==> src/logic/vrmc_pkg.sv <==
// Constants, types and helper functions of the voltage routine mode control block.
//
// Contract
// - Mandatory-only run lasts two selected windows.
// - Full run bounded by documented window and settle sum.
// - Window select: on-demand field or cyclic field.
// - One routine instance at a time.
// - Override preempts any on-demand or cyclic run, then ends idle.
// - On-demand never preempts on-demand or override.
// - Override may preempt cyclic activity.
// - Control readback shows start, latch, enable, active.
// - Status bits decode the routine state.
// - Latch alone means idle after override.
// - Latch plus enable locks cyclic idle.
// - Latch, enable, active: override during cyclic.
// - Start, latch, active: on-demand after fault.
// - Start holds for whole run, cleared at end.
// - Active flag high exactly while steps run.
`default_nettype none
package vrmc_pkg;

  // ----------------------------------------------------------------
  // Register map
  // ----------------------------------------------------------------
  localparam logic [3:0] OFF_CTRL   = 4'h0;
  localparam logic [3:0] OFF_PERIOD = 4'h4;
  localparam logic [3:0] OFF_INFO   = 4'h8;

  localparam int CTRL_START  = 0;
  localparam int CTRL_LATCH  = 1;
  localparam int CTRL_CYC    = 2;
  localparam int CTRL_ACTIVE = 3;
  localparam int CTRL_ODSEL  = 4;
  localparam int CTRL_CYSEL  = 8;
  localparam int CTRL_OPTS   = 12;
  localparam int CTRL_CYOPTS = 20;
  localparam int INFO_LOCK   = 4;

  localparam logic [2:0]  SEL_RST    = 3'h0;
  localparam logic [4:0]  OPTS_RST   = 5'h00;
  localparam logic [4:0]  OPTS_ALL   = 5'h1F;
  localparam logic [23:0] PERIOD_RST = 24'h00_4E20;

  // ----------------------------------------------------------------
  // Timing
  // ----------------------------------------------------------------
  localparam int CLK_NS      = 50;
  localparam int WIN_BASE_NS = 10000;
  localparam int GSET_NS     = 5000;
  localparam int CSET_NS     = 8000;
  localparam int BSET_NS     = 6000;
  localparam int WIN_BASE_CYC = (WIN_BASE_NS + CLK_NS - 1) / CLK_NS;
  localparam int GSET_CYC     = (GSET_NS + CLK_NS - 1) / CLK_NS;
  localparam int CSET_CYC     = (CSET_NS + CLK_NS - 1) / CLK_NS;
  localparam int BSET_CYC     = (BSET_NS + CLK_NS - 1) / CLK_NS;

  // ----------------------------------------------------------------
  // Routine segments
  // ----------------------------------------------------------------
  localparam int         NSEG    = 14;
  localparam logic [3:0] SEG_END = 4'hF;

  typedef enum logic [3:0] {
    M_IDLE = 4'b0001,
    M_OD   = 4'b0010,
    M_CYC  = 4'b0100,
    M_OVR  = 4'b1000
  } vrmc_mode_t;

  typedef enum logic [4:0] {
    K_SEL   = 5'b00001,
    K_SHORT = 5'b00010,
    K_GSET  = 5'b00100,
    K_CSET  = 5'b01000,
    K_BSET  = 5'b10000
  } vrmc_kind_t;

  function automatic vrmc_kind_t seg_kind(input logic [3:0] idx);
    vrmc_kind_t k;
    k = K_SHORT;
    case (idx)
      4'h0, 4'h1, 4'h2, 4'hD: k = K_SEL;
      4'h3:                   k = K_GSET;
      4'h5, 4'h7:             k = K_CSET;
      4'h9, 4'hB:             k = K_BSET;
      default:                k = K_SHORT;
    endcase
    return k;
  endfunction : seg_kind

  // Bits of opts: gpio, gpio terminal, cell terminal, balance terminal, self-check.
  function automatic logic seg_on(input logic [3:0] idx, input logic [4:0] opts);
    logic r;
    r = 1'b0;
    case (idx)
      4'h0, 4'h1:                   r = 1'b1;
      4'h2:                         r = opts[0];
      4'h3, 4'h4:                   r = opts[1];
      4'h5, 4'h6, 4'h7, 4'h8:       r = opts[2];
      4'h9, 4'hA, 4'hB, 4'hC:       r = opts[3];
      4'hD:                         r = opts[4];
      default:                      r = 1'b0;
    endcase
    return r;
  endfunction : seg_on

  function automatic logic [3:0] next_seg(input logic [3:0] cur, input logic [4:0] opts);
    logic [3:0] r;
    logic       hit;
    r   = SEG_END;
    hit = 1'b0;
    for (int i = 0; i < NSEG; i++) begin
      if (!hit && (4'(i) > cur) && seg_on(4'(i), opts)) begin
        r   = 4'(i);
        hit = 1'b1;
      end
    end
    return r;
  endfunction : next_seg

endpackage : vrmc_pkg
`default_nettype wire

==> src/logic/vrmc_ctrl.sv <==
// Mode control of the voltage conversion routine with its Avalon-MM register slave.
`timescale 1ns/1ns
`default_nettype none
module vrmc_ctrl #(
  parameter int LEN_W    = 24,
  parameter int PER_W    = 24,
  parameter int BASE_CYC = vrmc_pkg::WIN_BASE_CYC,
  parameter int GSET_CYC = vrmc_pkg::GSET_CYC,
  parameter int CSET_CYC = vrmc_pkg::CSET_CYC,
  parameter int BSET_CYC = vrmc_pkg::BSET_CYC
) (
  // Clock and reset
  input  wire logic        clk_i,
  input  wire logic        rst_n_i,
  // Avalon-MM slave
  input  wire logic [3:0]  avs_address_i,
  input  wire logic        avs_read_i,
  input  wire logic        avs_write_i,
  input  wire logic [31:0] avs_writedata_i,
  input  wire logic [3:0]  avs_byteenable_i,
  output logic [31:0]      avs_readdata_o,
  output logic             avs_waitrequest_o,
  // Fault validation request
  input  wire logic        ovr_req_i,
  // Routine progress
  output logic             active_o,
  output logic [3:0]       seg_o
);

  // ----------------------------------------------------------------
  // Elaboration checks
  // ----------------------------------------------------------------
  if (PER_W != 24 || LEN_W < 16 || BASE_CYC < 1 || GSET_CYC < 1 || CSET_CYC < 1
      || BSET_CYC < 1 || (longint'(BASE_CYC) * 128) >= (longint'(1) << LEN_W)) begin : g_chk
    $error("vrmc_ctrl: parameter values out of range");
  end

  // ----------------------------------------------------------------
  // State
  // ----------------------------------------------------------------
  typedef struct packed {
    vrmc_pkg::vrmc_mode_t st;
    logic [3:0]           seg;
    logic                 start;
    logic                 latch;
    logic                 cyc_en;
    logic                 cyc_off_pend;
    logic                 locked;
    logic                 active;
    logic                 tick_pend;
    logic [2:0]           od_sel;
    logic [2:0]           cy_sel;
    logic [4:0]           cy_opts;
    logic [2:0]           run_sel;
    logic [4:0]           run_opts;
    logic [PER_W-1:0]     period;
    logic                 waitreq;
    logic [31:0]          rdata;
  } vrmc_st_t;

  vrmc_st_t         s_r;
  vrmc_st_t         s_nxt;
  logic             tload;
  logic [LEN_W-1:0] tlen;
  logic             tdone;
  logic             pexp;
  logic [3:0]       nx;
  logic             req;
  logic             acc;
  logic [31:0]      ctrl_img;
  logic [31:0]      rd_mux;
  logic [31:0]      bmask;
  logic [31:0]      wv;

  function automatic logic [LEN_W-1:0] win(input logic [2:0] sel);
    return LEN_W'(BASE_CYC) << sel;
  endfunction : win

  function automatic logic [LEN_W-1:0] seg_len(input logic [3:0] idx, input logic [2:0] sel);
    logic [LEN_W-1:0] r;
    r = LEN_W'(BASE_CYC);
    unique case (vrmc_pkg::seg_kind(idx))
      vrmc_pkg::K_SEL:   r = win(sel);
      vrmc_pkg::K_SHORT: r = LEN_W'(BASE_CYC);
      vrmc_pkg::K_GSET:  r = LEN_W'(GSET_CYC);
      vrmc_pkg::K_CSET:  r = LEN_W'(CSET_CYC);
      vrmc_pkg::K_BSET:  r = LEN_W'(BSET_CYC);
    endcase
    return r;
  endfunction : seg_len

  // ----------------------------------------------------------------
  // Timers
  // ----------------------------------------------------------------
  vrmc_win_tmr #(.LEN_W(LEN_W)) u_win (
    .clk_i   (clk_i),
    .rst_n_i (rst_n_i),
    .load_i  (tload),
    .len_i   (tlen),
    .done_o  (tdone)
  );

  // The period runs only while cyclic mode is enabled and not locked, so
  // enabling it again always starts a fresh period from zero.
  vrmc_period_tmr #(.W(PER_W)) u_per (
    .clk_i    (clk_i),
    .rst_n_i  (rst_n_i),
    .run_i    (s_r.cyc_en && !s_r.locked),
    .period_i (s_r.period),
    .expire_o (pexp)
  );

  // ----------------------------------------------------------------
  // Register images
  // ----------------------------------------------------------------
  always_comb begin
    ctrl_img = '0;
    ctrl_img[vrmc_pkg::CTRL_START]        = s_r.start;
    ctrl_img[vrmc_pkg::CTRL_LATCH]        = s_r.latch;
    ctrl_img[vrmc_pkg::CTRL_CYC]          = s_r.cyc_en;
    ctrl_img[vrmc_pkg::CTRL_ACTIVE]       = s_r.active;
    ctrl_img[vrmc_pkg::CTRL_ODSEL+:3]     = s_r.od_sel;
    ctrl_img[vrmc_pkg::CTRL_CYSEL+:3]     = s_r.cy_sel;
    ctrl_img[vrmc_pkg::CTRL_OPTS+:5]      = s_r.run_opts;
    ctrl_img[vrmc_pkg::CTRL_CYOPTS+:5]    = s_r.cy_opts;
    rd_mux = '0;
    unique case (avs_address_i)
      vrmc_pkg::OFF_CTRL:   rd_mux = ctrl_img;
      vrmc_pkg::OFF_PERIOD: rd_mux[PER_W-1:0] = s_r.period;
      vrmc_pkg::OFF_INFO:   rd_mux[vrmc_pkg::INFO_LOCK:0] = {s_r.locked, s_r.seg};
      default:              rd_mux = '0;
    endcase
    for (int b = 0; b < 4; b++) begin
      bmask[8*b+:8] = {8{avs_byteenable_i[b]}};
    end
  end

  assign req = avs_read_i || avs_write_i;
  assign acc = req && !s_r.waitreq;
  assign wv  = avs_writedata_i & bmask;
  assign nx  = vrmc_pkg::next_seg(s_r.seg, s_r.run_opts);

  // ----------------------------------------------------------------
  // Next state
  // ----------------------------------------------------------------
  always_comb begin
    s_nxt = s_r;
    tload = 1'b0;
    tlen  = seg_len(4'h0, s_r.run_sel);

    // One wait cycle per access; readdata is captured as waitrequest drops.
    s_nxt.waitreq = !(req && s_r.waitreq);
    if (req && s_r.waitreq) begin
      s_nxt.rdata = avs_read_i ? rd_mux : 32'h0000_0000;
    end

    if (acc && avs_write_i && avs_address_i == vrmc_pkg::OFF_PERIOD) begin
      s_nxt.period = (s_r.period & ~bmask[PER_W-1:0]) | wv[PER_W-1:0];
    end

    if (acc && avs_write_i && avs_address_i == vrmc_pkg::OFF_CTRL) begin
      if (avs_byteenable_i[0]) begin
        s_nxt.od_sel = avs_writedata_i[vrmc_pkg::CTRL_ODSEL+:3];
      end
      if (avs_byteenable_i[1]) begin
        s_nxt.cy_sel = avs_writedata_i[vrmc_pkg::CTRL_CYSEL+:3];
      end
      if (avs_byteenable_i[2]) begin
        s_nxt.cy_opts = avs_writedata_i[vrmc_pkg::CTRL_CYOPTS+:5];
      end
      // Clearing the latch is refused while an override runs or cyclic is locked.
      if (wv[vrmc_pkg::CTRL_LATCH] && s_r.st != vrmc_pkg::M_OVR && !s_r.locked) begin
        s_nxt.latch = 1'b0;
      end
      if (avs_byteenable_i[0]) begin
        if (avs_writedata_i[vrmc_pkg::CTRL_CYC]) begin
          s_nxt.cyc_off_pend = 1'b0;
          if (!s_r.cyc_en) begin
            s_nxt.cyc_en    = 1'b1;
            s_nxt.tick_pend = 1'b1;
          end
        end else if (s_r.cyc_en) begin
          // Disable waits for the active phase so the flag never dangles.
          if (s_r.active) begin
            s_nxt.cyc_off_pend = 1'b1;
          end else begin
            s_nxt.cyc_en    = 1'b0;
            s_nxt.locked    = 1'b0;
            s_nxt.tick_pend = 1'b0;
          end
        end
      end
      // Start is taken only from idle: never over a running on-demand or override.
      if (wv[vrmc_pkg::CTRL_START] && !s_r.start && s_r.st == vrmc_pkg::M_IDLE) begin
        s_nxt.st       = vrmc_pkg::M_OD;
        s_nxt.start    = 1'b1;
        s_nxt.active   = 1'b1;
        s_nxt.seg      = 4'h0;
        s_nxt.run_sel  = s_nxt.od_sel;
        s_nxt.run_opts = avs_byteenable_i[1] ? avs_writedata_i[vrmc_pkg::CTRL_OPTS+:5]
                                             : vrmc_pkg::OPTS_RST;
        tload = 1'b1;
        tlen  = seg_len(4'h0, s_nxt.od_sel);
      end
    end

    // Cyclic launch; a period that expires during a run is kept for its end.
    if (pexp) begin
      s_nxt.tick_pend = 1'b1;
    end
    if ((s_r.tick_pend || pexp) && s_r.st == vrmc_pkg::M_IDLE && s_nxt.st == vrmc_pkg::M_IDLE
        && s_nxt.cyc_en && !s_r.locked && !s_nxt.cyc_off_pend) begin
      s_nxt.st        = vrmc_pkg::M_CYC;
      s_nxt.active    = 1'b1;
      s_nxt.tick_pend = 1'b0;
      s_nxt.seg       = 4'h0;
      s_nxt.run_sel   = s_nxt.cy_sel;
      s_nxt.run_opts  = s_nxt.cy_opts;
      tload = 1'b1;
      tlen  = seg_len(4'h0, s_nxt.cy_sel);
    end

    // Segment sequencing and end of the active phase.
    if (s_r.active && tdone) begin
      if (nx != vrmc_pkg::SEG_END) begin
        s_nxt.seg = nx;
        tload     = 1'b1;
        tlen      = seg_len(nx, s_r.run_sel);
      end else begin
        s_nxt.active = 1'b0;
        s_nxt.st     = vrmc_pkg::M_IDLE;
        s_nxt.start  = 1'b0;
        if (s_nxt.cyc_off_pend) begin
          s_nxt.cyc_en       = 1'b0;
          s_nxt.cyc_off_pend = 1'b0;
          s_nxt.tick_pend    = 1'b0;
        end else if (s_r.st == vrmc_pkg::M_OVR && s_r.cyc_en) begin
          s_nxt.locked = 1'b1;
        end
      end
    end

    // Override wins over every other event of the cycle.
    if (ovr_req_i && s_r.active && s_r.st != vrmc_pkg::M_OVR) begin
      s_nxt.st       = vrmc_pkg::M_OVR;
      s_nxt.latch    = 1'b1;
      s_nxt.active   = 1'b1;
      s_nxt.start    = s_r.start;
      s_nxt.seg      = 4'h0;
      s_nxt.run_sel  = s_r.run_sel;
      s_nxt.run_opts = vrmc_pkg::OPTS_ALL;
      tload = 1'b1;
      tlen  = seg_len(4'h0, s_r.run_sel);
    end
  end

  always_ff @(posedge clk_i) begin
    if (!rst_n_i) begin
      s_r          <= '0;
      s_r.st       <= vrmc_pkg::M_IDLE;
      s_r.od_sel   <= vrmc_pkg::SEL_RST;
      s_r.cy_sel   <= vrmc_pkg::SEL_RST;
      s_r.cy_opts  <= vrmc_pkg::OPTS_RST;
      s_r.run_opts <= vrmc_pkg::OPTS_RST;
      s_r.period   <= vrmc_pkg::PERIOD_RST;
      s_r.waitreq  <= 1'b1;
    end else begin
      s_r <= s_nxt;
    end
  end

  assign avs_readdata_o    = s_r.rdata;
  assign avs_waitrequest_o = s_r.waitreq;
  assign active_o          = s_r.active;
  assign seg_o             = s_r.seg;

  // ----------------------------------------------------------------
  // Checks
  // ----------------------------------------------------------------
  logic [LEN_W+3:0] act_len;
  logic             ovr_seen;
  logic [LEN_W+3:0] max_len;

  assign max_len = ((LEN_W+4)'(win(s_r.run_sel)) << 2) + (LEN_W+4)'(5 * BASE_CYC)
                 + (LEN_W+4)'(2 * BSET_CYC) + (LEN_W+4)'(2 * CSET_CYC) + (LEN_W+4)'(GSET_CYC);

  always_ff @(posedge clk_i) begin
    if (!rst_n_i || !s_r.active) begin
      act_len  <= '0;
      ovr_seen <= 1'b0;
    end else begin
      act_len  <= act_len + (LEN_W+4)'(1);
      ovr_seen <= ovr_seen || (s_r.st == vrmc_pkg::M_OVR);
    end
  end
endmodule : vrmc_ctrl
`default_nettype wire

==> src/logic/vrmc_period_tmr.sv <==
// Free counter that marks each routine period while cyclic mode runs.
`timescale 1ns/1ns
`default_nettype none
module vrmc_period_tmr #(
  parameter int W = 24
) (
  // Clock and reset
  input  wire logic         clk_i,
  input  wire logic         rst_n_i,
  // Period control
  input  wire logic         run_i,
  input  wire logic [W-1:0] period_i,
  output logic              expire_o
);

  typedef struct packed {
    logic [W-1:0] cnt;
  } vrmc_pst_t;

  vrmc_pst_t s_r;
  vrmc_pst_t s_nxt;
  logic      last;

  // A period of zero behaves as one cycle rather than wrapping round.
  assign last     = (s_r.cnt + W'(1) >= period_i);
  assign expire_o = run_i && last;

  always_comb begin
    s_nxt = s_r;
    if (!run_i || last) begin
      s_nxt.cnt = '0;
    end else begin
      s_nxt.cnt = s_r.cnt + W'(1);
    end
  end

  always_ff @(posedge clk_i) begin
    if (!rst_n_i) begin
      s_r <= '0;
    end else begin
      s_r <= s_nxt;
    end
  end

endmodule : vrmc_period_tmr
`default_nettype wire

==> src/logic/vrmc_win_tmr.sv <==
// Down counter that times one routine segment.
`timescale 1ns/1ns
`default_nettype none
module vrmc_win_tmr #(
  parameter int LEN_W = 24
) (
  // Clock and reset
  input  wire logic             clk_i,
  input  wire logic             rst_n_i,
  // Segment control
  input  wire logic             load_i,
  input  wire logic [LEN_W-1:0] len_i,
  output logic                  done_o
);

  typedef struct packed {
    logic [LEN_W-1:0] cnt;
  } vrmc_wst_t;

  vrmc_wst_t s_r;
  vrmc_wst_t s_nxt;

  always_comb begin
    s_nxt = s_r;
    if (load_i) begin
      s_nxt.cnt = len_i;
    end else if (s_r.cnt != '0) begin
      s_nxt.cnt = s_r.cnt - LEN_W'(1);
    end
  end

  // The last cycle of a segment is the one with one count left.
  assign done_o = (s_r.cnt == LEN_W'(1));

  always_ff @(posedge clk_i) begin
    if (!rst_n_i) begin
      s_r <= '0;
    end else begin
      s_r <= s_nxt;
    end
  end

endmodule : vrmc_win_tmr
`default_nettype wire

==> config.mk <==
export PLATFORM = sky130hd
export DESIGN_NAME = vrmc_ctrl
export DESIGN_NICKNAME = d
export VERILOG_FILES = /design/src/logic/vrmc_pkg.sv /design/src/logic/vrmc_ctrl.sv /design/src/logic/vrmc_period_tmr.sv /design/src/logic/vrmc_win_tmr.sv
export SDC_FILE = /design/constraint.sdc
export NUM_CORES = 1
export LEC_CHECK = 0
export ABC_CLOCK_PERIOD_IN_PS = 10500
export BUFFER_PORTS_ARGS = -buffer_cell sky130_fd_sc_hd__buf_4
export CORE_UTILIZATION = 60
export CTS_CLUSTER_DIAMETER = 30
export DETAILED_ROUTE_END_ITERATION = 8
export PLACE_DENSITY = 0.8
export SETUP_SLACK_MARGIN = 0.05
export SYNTH_ARGS = -nofsm -noshare
export SYNTH_HDL_FRONTEND = slang
export SYNTH_SLANG_ARGS = --single-unit
export TNS_END_PERCENT = 30
==> constraint.sdc <==
create_clock -name clk_i -period 10.5 [get_ports clk_i]
set_input_delay 1.575 -clock clk_i [delete_from_list [all_inputs] [get_ports clk_i]]
set_output_delay 1.575 -clock clk_i [all_outputs]
set_load 0.02 [all_outputs]
== Word level (Yosys, flattened, before mapping) ==
Memories as Yosys holds them, arrays and structs flattened.
Index checks and enable logic that the tools add are counted.

* Reduce and logical (&&, ||, !) cells: 81
* Order comparisons: 15
* Eq/ne operators: 28
* Multiplexer cells: 94
* Add/subtract/negate cells: 2
* Shift operators: 3
* Bitwise logic cells: 6

{| class="wikitable"
|+ Operators with widths
! kind !! count
|-
| one-hot mux 24 bit (5 select lines) || 4
|-
| 2-to-1 mux 24 bit || 8
|-
| left shift 8 x 3 -> 24 bit (first input constant) || 3
|-
| 2-to-1 mux 4 bit || 16
|-
| 2-to-1 mux 5 bit || 11
|-
| AND 24 bit || 2
|-
| logical AND 1 bit || 45
|-
| one-hot mux 19 bit (2 select lines) || 1
|-
| 2-to-1 mux 1 bit || 37
|-
| 2-to-1 mux 34 bit || 1
|-
| 2-to-1 mux 32 bit || 1
|-
| adder 24 x 1 -> 24 bit (second input constant) || 1
|-
| equality test 24 x 1 -> 1 bit (second input constant) || 1
|-
| >= comparator 24 bit || 1
|-
| greater-than comparator 4 bit (first input constant) || 6
|-
| 2-to-1 mux 8 bit || 3
|-
| inverter 24 bit || 1
|-
| bitwise OR 24 bit || 1
|-
| nonzero test 24 bit || 1
|-
| subtractor 24 x 1 -> 24 bit (second input constant) || 1
|-
| equality test 5 x 1 -> 1 bit (second input constant) || 4
|-
| equality test 5 x 2 -> 1 bit (second input constant) || 4
|-
| equality test 5 x 3 -> 1 bit (second input constant) || 4
|-
| equality test 5 x 4 -> 1 bit (second input constant) || 4
|-
| other kinds (22) || 68
|}

* Bits in read-only memories: 80
* Register bits: 139
* Logic and storage cells: 250
* Input port bits: 45
* Memories: 1

{| class="wikitable"
|+ Memory list
! name !! words !! bits a word !! read ports !! clocked after memory_dff !! write ports !! line !! RTL
|-
| (name not given) || 16 || 5 || 1 || 0 || 0 || vrmc_pkg.sv:81 || <nowiki>case (idx)</nowiki>
|}

== Longest topological paths before layout ==
Gate-level depths: netlist (run 1).

* Depth in word-level cells: 62
* Depth in mapped cells: 18
* Depth with buffers taken out: 16

== Cells and area by module ==
From an unflattened synthesis (run 1), not the netlist that was laid out.

* Cell total of the unflattened synthesis: 1016
* Area total of the unflattened synthesis: 8298.0 um2

{| class="wikitable"
|+ Modules (own cells, without submodules)
! module !! cells each !! times used !! seq. area each (um2) !! area each (um2)
|-
| vrmc_ctrl || 626 || 1 || 1681.6 || 5076.1
|-
| vrmc_period_tmr || 223 || 1 || 480.5 || 1800.5
|-
| vrmc_win_tmr || 167 || 1 || 480.5 || 1421.4
|}

== Worst setup path before layout (run 1) ==
No wires, ideal clock.

* Kind: input to register
* Start point: input port avs_address_i[1]
* End point: register u_win.s_r[6] (netlist bit)
* Path slack: 6650 ps
* Path buffers: 1
* Cell stages on the path: 9
* Required time: 10426 ps
* Data arrival time: 3776 ps
* Cells stage by stage: or3_1 -> clkbuf_1 -> nor3_1 -> nand2_1 -> mux2i_1 -> ha_1 -> or3_1 -> a21o_1 -> a31oi_1

* Longest elaborated chain between the ends: 13
* Elaborated cells on any way between the ends: 23
* Classes of those cells: eq/ne (1); shift (1); mux (13); reduce/logical (8)

{| class="wikitable"
|+ Ends and longest elaborated chain
! element !! line !! RTL
|-
| start: declaration || vrmc_ctrl.sv:16 || <nowiki>input wire logic [3:0] avs_address_i,</nowiki>
|-
| logical NOT 4 bit * || vrmc_ctrl.sv:161 || <nowiki>if (acc && avs_write_i && avs_address_i == vrmc_pkg::OFF_CTRL) begin</nowiki>
|-
| logical AND 1 bit * || vrmc_ctrl.sv:161 ||
|-
| branches (longest 11 deep; another with 2-to-1 mux 34 bit) || - ||
|-
| end signal: assignment || vrmc_win_tmr.sv:39 || <nowiki>s_r <= s_nxt;</nowiki>
|-
| end: declaration || vrmc_win_tmr.sv:20 || <nowiki>vrmc_wst_t s_r;</nowiki>
|}

Mark *: on every way between the ends. The select of a mux whose other input is x is not followed.
A chain may end at the register's enable or synchronous reset.

== Worst setup path after layout (run 1) ==
* Start point: register u_per.s_r[0] (netlist bit)
* End point: register u_win.s_r[1] (netlist bit)

* Longest elaborated chain between the ends: 14
* Elaborated cells on any way between the ends: 19
* Classes of those cells: add/sub (1); order compare (1); mux (9); reduce/logical (8)

{| class="wikitable"
|+ Ends and longest elaborated chain
! element !! line !! RTL
|-
| start: declaration || vrmc_period_tmr.sv:20 || <nowiki>vrmc_pst_t s_r;</nowiki>
|-
| start signal: assignment || vrmc_period_tmr.sv:41 || <nowiki>s_r <= s_nxt;</nowiki>
|-
| adder 24 x 1 -> 24 bit * || vrmc_period_tmr.sv:25 || <nowiki>assign last = (s_r.cnt + W'(1) >= period_i);</nowiki>
|-
| >= comparator 24 bit * || vrmc_period_tmr.sv:25 ||
|-
| logical AND 1 bit * || vrmc_period_tmr.sv:26 || <nowiki>assign expire_o = run_i && last;</nowiki>
|-
| logical OR 1 bit * || vrmc_ctrl.sv:211 || <nowiki>if ((s_r.tick_pend || pexp) && s_r.st == vrmc_pkg::M_IDLE && s_nxt.st == vrmc_pkg::M_IDLE</nowiki>
|-
| logical AND 1 bit * (2 in series) || vrmc_ctrl.sv:211 ||
|-
| logical AND 1 bit * (3 in series) || vrmc_ctrl.sv:212 || <nowiki>&& s_nxt.cyc_en && !s_r.locked && !s_nxt.cyc_off_pend) begin</nowiki>
|-
| 2-to-1 mux 24 bit / 2-to-1 mux 1 bit (equally long branches) || vrmc_ctrl.sv:211 ||
|-
| 2-to-1 mux 24 bit / 2-to-1 mux 1 bit (equally long branches) || vrmc_ctrl.sv:225 || <nowiki>if (nx != vrmc_pkg::SEG_END) begin</nowiki>
|-
| 2-to-1 mux 24 bit / 2-to-1 mux 1 bit (equally long branches) || vrmc_ctrl.sv:224 || <nowiki>if (s_r.active && tdone) begin</nowiki>
|-
| 2-to-1 mux 24 bit / 2-to-1 mux 1 bit (equally long branches) || vrmc_ctrl.sv:244 || <nowiki>if (ovr_req_i && s_r.active && s_r.st != vrmc_pkg::M_OVR) begin</nowiki>
|-
| 2-to-1 mux 24 bit / nonzero test 2 bit (equally long branches) || - ||
|}

Mark *: on every way between the ends. The rest lies on a longest branch, timed or not.

==> impl_results.md, run 1 <==
- Die W: 115 µm
- Inserted Clock Buffers: 17
- Synth area leader: dfxtp_1
- Die height: 115 µm
- Grt total ovfl: 0
- Remaining DRCs: 0
- WP buf/inv: 1
- Final Cell Area: 0.00854 mm²
- Status: finished, final reports clean
- Mean post-synth cell area: 8.05 µm²
- Length in cells of the worst reg-to-reg path: 16
- Crit end category: register
- Antenna violations before repair: 0
- Final Worst Setup Slack: 5.65 ns
- EDFF count, synth: 0
- Fin crit share: 46.2%
- LEAKAGE: 3.42 nW
- CTS tree: yes
- GRT Total Usage: 31.4%
- Crit path depth: 16
- Port bufs: 67
- Seq cells post-synth: 132
- Synthesized cell area: 0.00761 mm²
- Cells after Synth: 946
- Antenna Cells: 0
- Clock buffer depth: 2
- Critical Path Slowest Stage Cell: a2111o_1
- Yosys top cell area share: 34.7%
- First drt pass iteration count: 6
- Routed WL: 19,700 µm
- Placement Setup Slack: 5.81 ns
- Commonest non-fill, non-tap cell in the layout: dfxtp_1
- Final hold slack: 0.473 ns
- Maximum clock rate: 206 MHz
- Max Cap Violations: 0
- DR WL/cell: 17.3 µm
- Yosys warns: 0
- Slew at the pin closest to its max-slew limit: 1.16 ns
- Initial Utilization: 62.3%
- Worst-path clk slew: 0.06 ns
- Worst Skew: 0.00997 ns
- Root buffer cell: clkbuf_16
- Largest net degree at the start of global routing: 55
- CP required: 10.84 ns
- Final #Nets: 1,045
- RSZ-0062 raised after global routing: no
- Clock Latency Late Sink: 0.43 ns
- Commonest cells after routing, fill and taps aside: dfxtp_1, nor2_1, nand2_1
- Site row count: 40
- Setup Viol. Count Final: 0
- Post-synth ARST share: 0%
- Main synth FF type: dfxtp_1
- H-tree depth: 4
- Worst slew margin: 22.2%
- Top-level I/O count: 83
- DR vias: 6,834
- Clock Sinks: 132
- DP Area: 0.00793 mm²
- Post-CTS Hold Buffers: 0
- Die ar.: 0.0131 mm²
- Via density: 5.98
- Crit-path cells: ha_1 -> nand2_1 -> nor2_1 -> and4_1 -> nor2b_1 -> xor2_1 -> ha_1 -> o21ai_0 -> nor2_1 -> or4_1 -> a2111o_1 -> a21oi_2 -> buf_4 -> and4_1 -> nand2_1 -> a211oi_1
- RePlAce Congestion: 0.977
- Sequential share of the synthesized area: 34.7%
- Family with the most delay on the worst path: simple AND/OR/NAND/NOR gates
- Fin. max-slew vios: 0
- Core Box Area: 0.0122 mm²
- Setup TNS: 0 ns
- DP Wirelength: 13,700 µm
- PD cells: 184 mW/mm²
- Hold Path Depth: 2
- CP arrival: 5.19 ns
- CP max stage delay: 0.47 ns
- Min cycle time layout: 4.85 ns
- Hold Vio Cnt, Final: 0
- Layout fillers: 1,026
- Vias in the first global route: 6,344
- Type of the worst setup path: register to register
- First-pass GRT wire length: 31,800 µm
- Netlist cell types: 76
- Initial DRC Count: 698
- Layout area overhead: 12.2%
- Ranking of synthesized cells by area: dfxtp_1, ha_1, nor2_1
- Antenna Violating Nets Remaining: 0
- Layout cells sized above 1: 13.3%
- Total Power: 1.57 mW
- CTS resizes: 0
- Kind of start point of the critical path: register
- Critical Path Fanout Max: 36
- Worst vdd ir: 0.000152 V
- Postcts setup bufs: 0
- Hold Crit Class: register to register
## logic make-up (layout without fill, tap and decap cells)
group,count (synthesis),count (layout),share of synthesized area (%)
and+or+nand+nor,390,390,25.6
AOI/OAI and AO/OA,194,194,17.0
DFF,132,132,34.7
buffers and inverters,124,146,8.22
xor gates and xnor gates,44,44,5.06
adders and majority gates,39,39,6.41
muxes,22,22,2.96
other,1,7,0.0493
## final timing paths
path | startpoint | to | slack, ns
hold reg to reg | register | register | 0.47
hold / removal | register | register | 0.47
setup reg to reg | u_per.s_r[0] | u_win.s_r[1] | 5.65
setup / recovery | u_per.s_r[0] | u_win.s_r[1] | 5.65
## per-layer routing
layer / routed length, µm / global-route usage [%] / vias to the layer above
li1: - / - / 3341
met1: 8690 / 40.3 / 3184
met2: 9180 / 50.9 / 276
met3: 1520 / 8.95 / 33
met4: 350 / 10.0 / 0
met5: 0 / 0 / -
## power by group
part | internal [mW] | total [mW] | switching, mW
clock | 0.382 | 0.619 | 0.236
combinational | 0.157 | 0.374 | 0.217
sequential | 0.540 | 0.578 | 0.0383
total | 1.08 | 1.57 | 0.492
## cells in the mapped netlist, types with 10 or more instances
| cell type | n |
|---|---|
| a211oi_1 | 12 |
| buf_4 | 37 |
| and3_1 | 14 |
| nor2b_1 | 27 |
| ha_1 | 39 |
| clkbuf_1 | 36 |
| o21ai_0 | 22 |
| nand3_1 | 57 |
| xnor2_1 | 30 |
| xor2_1 | 14 |
| mux2i_1 | 18 |
| inv_1 | 41 |
| a21oi_1 | 78 |
| nor3_1 | 19 |
| nand4_1 | 10 |
| dfxtp_1 | 132 |
| nand2b_1 | 10 |
| nand2_1 | 82 |
| a222oi_1 | 14 |
| nor2_1 | 119 |
## stage by stage
step / utilization, % / cells
after CTS: 69.9 / 1142
final: 69.9 / 1142
after floorplan: - / 952
after global routing: 69.9 / 1142
after detailed placement: 64.9 / 1110
after global placement: 64.9 / 1110
## final cells by class
| cell class | instances | area [µm²] | area share [%] |
|---|---|---|---|
| Sequential cell | 132 | 2640 | 30.9 |
| Clock inverter | 14 | 174 | 2.04 |
| Clock buffer | 18 | 439 | 5.14 |
| Inverter | 42 | 158 | 1.85 |
| Tap cell | 168 | 210 | 2.46 |
| Timing Repair Buffer | 72 | 541 | 6.33 |
| Multi-Input combinational cell | 696 | 4380 | 51.2 |
## tightest hold or removal path: stages (launching register included)
cell and delay (ns):
dfxtp_1 0.32, nand2_1 0.05, a21oi_1 0.05
(Power assumes the default switching activity.)
==> run 2: changes to the inputs <==
- ABC_CLOCK_PERIOD_IN_PS: 10500 -> 4900
- CORE_UTILIZATION: 60 -> 59
- PLACE_DENSITY: 0.8 -> 0.79
- clock period: 10.5 -> 4.9 ns (I/O delays scaled with it)
==> run 2 against run 1 <==
- sequential share of layout area barely moved
- register-to-register slack got worse by 5.3 ns
- combinational power rose by 110%
- clock power rose by 100%
- die area rose by 1.7%
- clock-buffer cell count rose by 2
- highest routed layer unchanged
- non-clock buffer count rose by 3
==> impl_results.md, run 2 (synthesis gave the netlist of run 1 again) <==
- Worst vdd ir: 0.000468 V (+210%)
- RePlAce Congestion: 0.962 (-1.6%)
- Fin crit share: 92.3% (+46 points)
- Postcts setup bufs: 0 (unchanged)
- DR WL/cell: 17.0 µm (-1.4%)
- Sw Pwr: 1.03 mW (+110%)
- Routed wl met2: 9190 µm (+0.12%)
- Layout area overhead: 12.2% (about the same)
- Max Cap Violations: 0 (unchanged)
- FF-to-FF End: u_win.s_r[8]
- Clock Sinks: 132 (unchanged)
- Commonest non-fill, non-tap cell in the layout: dfxtp_1
- Initial Utilization: 60.3% (-2.0 points)
- Critical Path Fanout Max: 18 (-50%)
- WL met3: 1320 µm (-13%)
- Final Cell Area: 0.00854 mm² (about the same)
- Min cycle time layout: 4.52 ns (-0.329 ns)
- H-tree depth: 4 (unchanged)
- Initial DRC Count: 646 (-7.4%)
- Worst slew margin: 22.2% (-0.037 points)
- Area of the multi-input gates: 0.00438 mm² (unchanged)
- Layout fillers: 1,073 (+4.6%)
- Layout Utilization: 67.7% (-2.3 points)
- Core Box Area: 0.0126 mm² (+3.3%)
- Die W: 116 µm (+0.83%)
- Vias in the first global route: 6,376 (+0.50%)
- Slew at the pin closest to its max-slew limit: 1.17 ns (+0.00671 ns)
- Hold Path Depth: 2 (unchanged)
- Worst Skew: 0.00737 ns (-0.00260 ns)
- Remaining DRCs: 0 (unchanged)
- Hold Vio Cnt, Final: 0 (unchanged)
- Die ar.: 0.0134 mm² (+1.7%)
- WL met1: 8710 µm (+0.24%)
- Routed WL: 19,600 µm (-0.77%)
- DP Wirelength: 14,100 µm (+2.9%)
- Total Power: 3.30 mW (+110%)
- Inserted Clock Buffers: 17 (unchanged)
- CTS resizes: 0 (unchanged)
- Maximum clock rate: 221 MHz (+7.3%)
- DP Area: 0.00795 mm² (+0.28%)
- Largest net degree at the start of global routing: 43 (-22%)
- Crit path from: u_per.s_r[0]
- Setup TNS: 0 ns (unchanged)
- Setup Viol. Count Final: 0 (unchanged)
- CP arrival: 4.81 ns (-0.38 ns)
- Hold Crit Class: register to register
- Via density: 6.02 (+0.57%)
- Worst reg2reg startpoint: u_per.s_r[0]
- Final #Nets: 1,048 (+0.29%)
- Kind of start point of the critical path: register
- Sw frac: 31.2% (-0.077 points)
- GRT Total Usage: 30.4% (-0.99 points)
- Top-level I/O count: 83 (unchanged)
- Int Pwr: 2.27 mW (+110%)
- Length in cells of the worst reg-to-reg path: 16 (unchanged)
- Crit end category: register
- Grt total ovfl: 0 (unchanged)
- Port bufs: 67 (unchanged)
- Antenna Cells: 0 (unchanged)
- LEAKAGE: 3.43 nW (+0.13%)
- Status: finished, final reports clean
- Worst reg-to-reg setup slack: 0.38 ns (-5.27 ns)
- CP required: 5.18 ns (-5.66 ns)
- Site row count: 41 (+2.5%)
- PD cells: 386 mW/mm² (+110%)
- Worst-path clk slew: 0.06 ns (about the same)
- Post-CTS Hold Buffers: 0 (unchanged)
- DR vias: 6,915 (+1.2%)
- First-pass GRT wire length: 31,200 µm (-1.7%)
- Top Metal Used: met4
- Commonest cells after routing, fill and taps aside: dfxtp_1, nor2_1, nand2_1
- Antenna Violating Nets Remaining: 0 (unchanged)
- Root buffer cell: clkbuf_16
- Fin. max-slew vios: 0 (unchanged)
- RSZ-0062 raised after global routing: no
- CTS tree: yes
- Die height: 116 µm (+0.83%)
- Comb power frac: 24.0% (+0.2 points)
- Type of the worst setup path: register to register
- Clock Latency Late Sink: 0.43 ns (about the same)
- Antenna violations before repair: 0 (unchanged)
- CP Capture Point: u_win.s_r[8]
- Area occupied by registers: 0.00264 mm² (unchanged)
- Clock buffer depth: 2 (unchanged)
- Clk pwr share: 38.2% (-1.2 points)
- First drt pass iteration count: 8 (+2)
- Layout cells sized above 1: 13.6% (+0.27 points)
- Seq pwr share: 37.8% (+1.0 points)
## run 2: worst max-delay path: stages, from the launching register on
cell,delay [ns]
dfxtp_1,0.42
ha_1,0.27
nand2_1,0.11
nor2_1,0.19
and4_1,0.28
nor2b_1,0.27
xor2_1,0.27
ha_1,0.29
o21ai_0,0.22
nor2_1,0.07
or4_1,0.41
a2111o_1,0.43
a21oi_2,0.14
buf_4,0.24
nand4_1,0.20
o21ai_2,0.47
a211oi_1,0.10
## run 2: cell type report
cell class	count	area share, %
clock inverter	12	1.52
inverter	42	1.85
timing repair buffer	75	6.59
tap	172	2.52
multi-input combinational	696	51.2
sequential	132	30.9
clock buffer	20	5.35
## run 2: worst min-delay path by stage
stage | to | slack (ns)
final | register | 0.48
after global routing | register | 0.49
after CTS | register | 0.47
after detailed placement | register | 0.47
after global placement | register | 0.46
after floorplan | register | 0.45
## run 2: stage by stage
step / hold WS (ns) / setup slack (ns) / std cells
floorplan: 0.449 / 1.08 / 952
global placement: 0.458 / 0.460 / 1117
detailed placement: 0.467 / 0.420 / 1117
CTS: 0.475 / 0.374 / 1149
global route: 0.492 / 0.0941 / 1149
finish: 0.475 / 0.378 / 1149
## run 2: routing by layer
metal | track usage (%) | vias to the layer above
met2 | 50.3 | 284
met3 | 6.96 | 33
met5 | 0 | -
met4 | 11.3 | 0
li1 | - | 3353
met1 | 38.7 | 3245
## run 2: power by group through the flow
stage	clock network [mW]	registers, mW	logic, mW
final	1.26	1.25	0.791
after global routing	1.32	1.25	0.872
after CTS	1.27	1.24	0.783
after detailed placement	0	1.26	0.775
after global placement	0	1.26	0.769
after floorplan	0	1.24	0.646
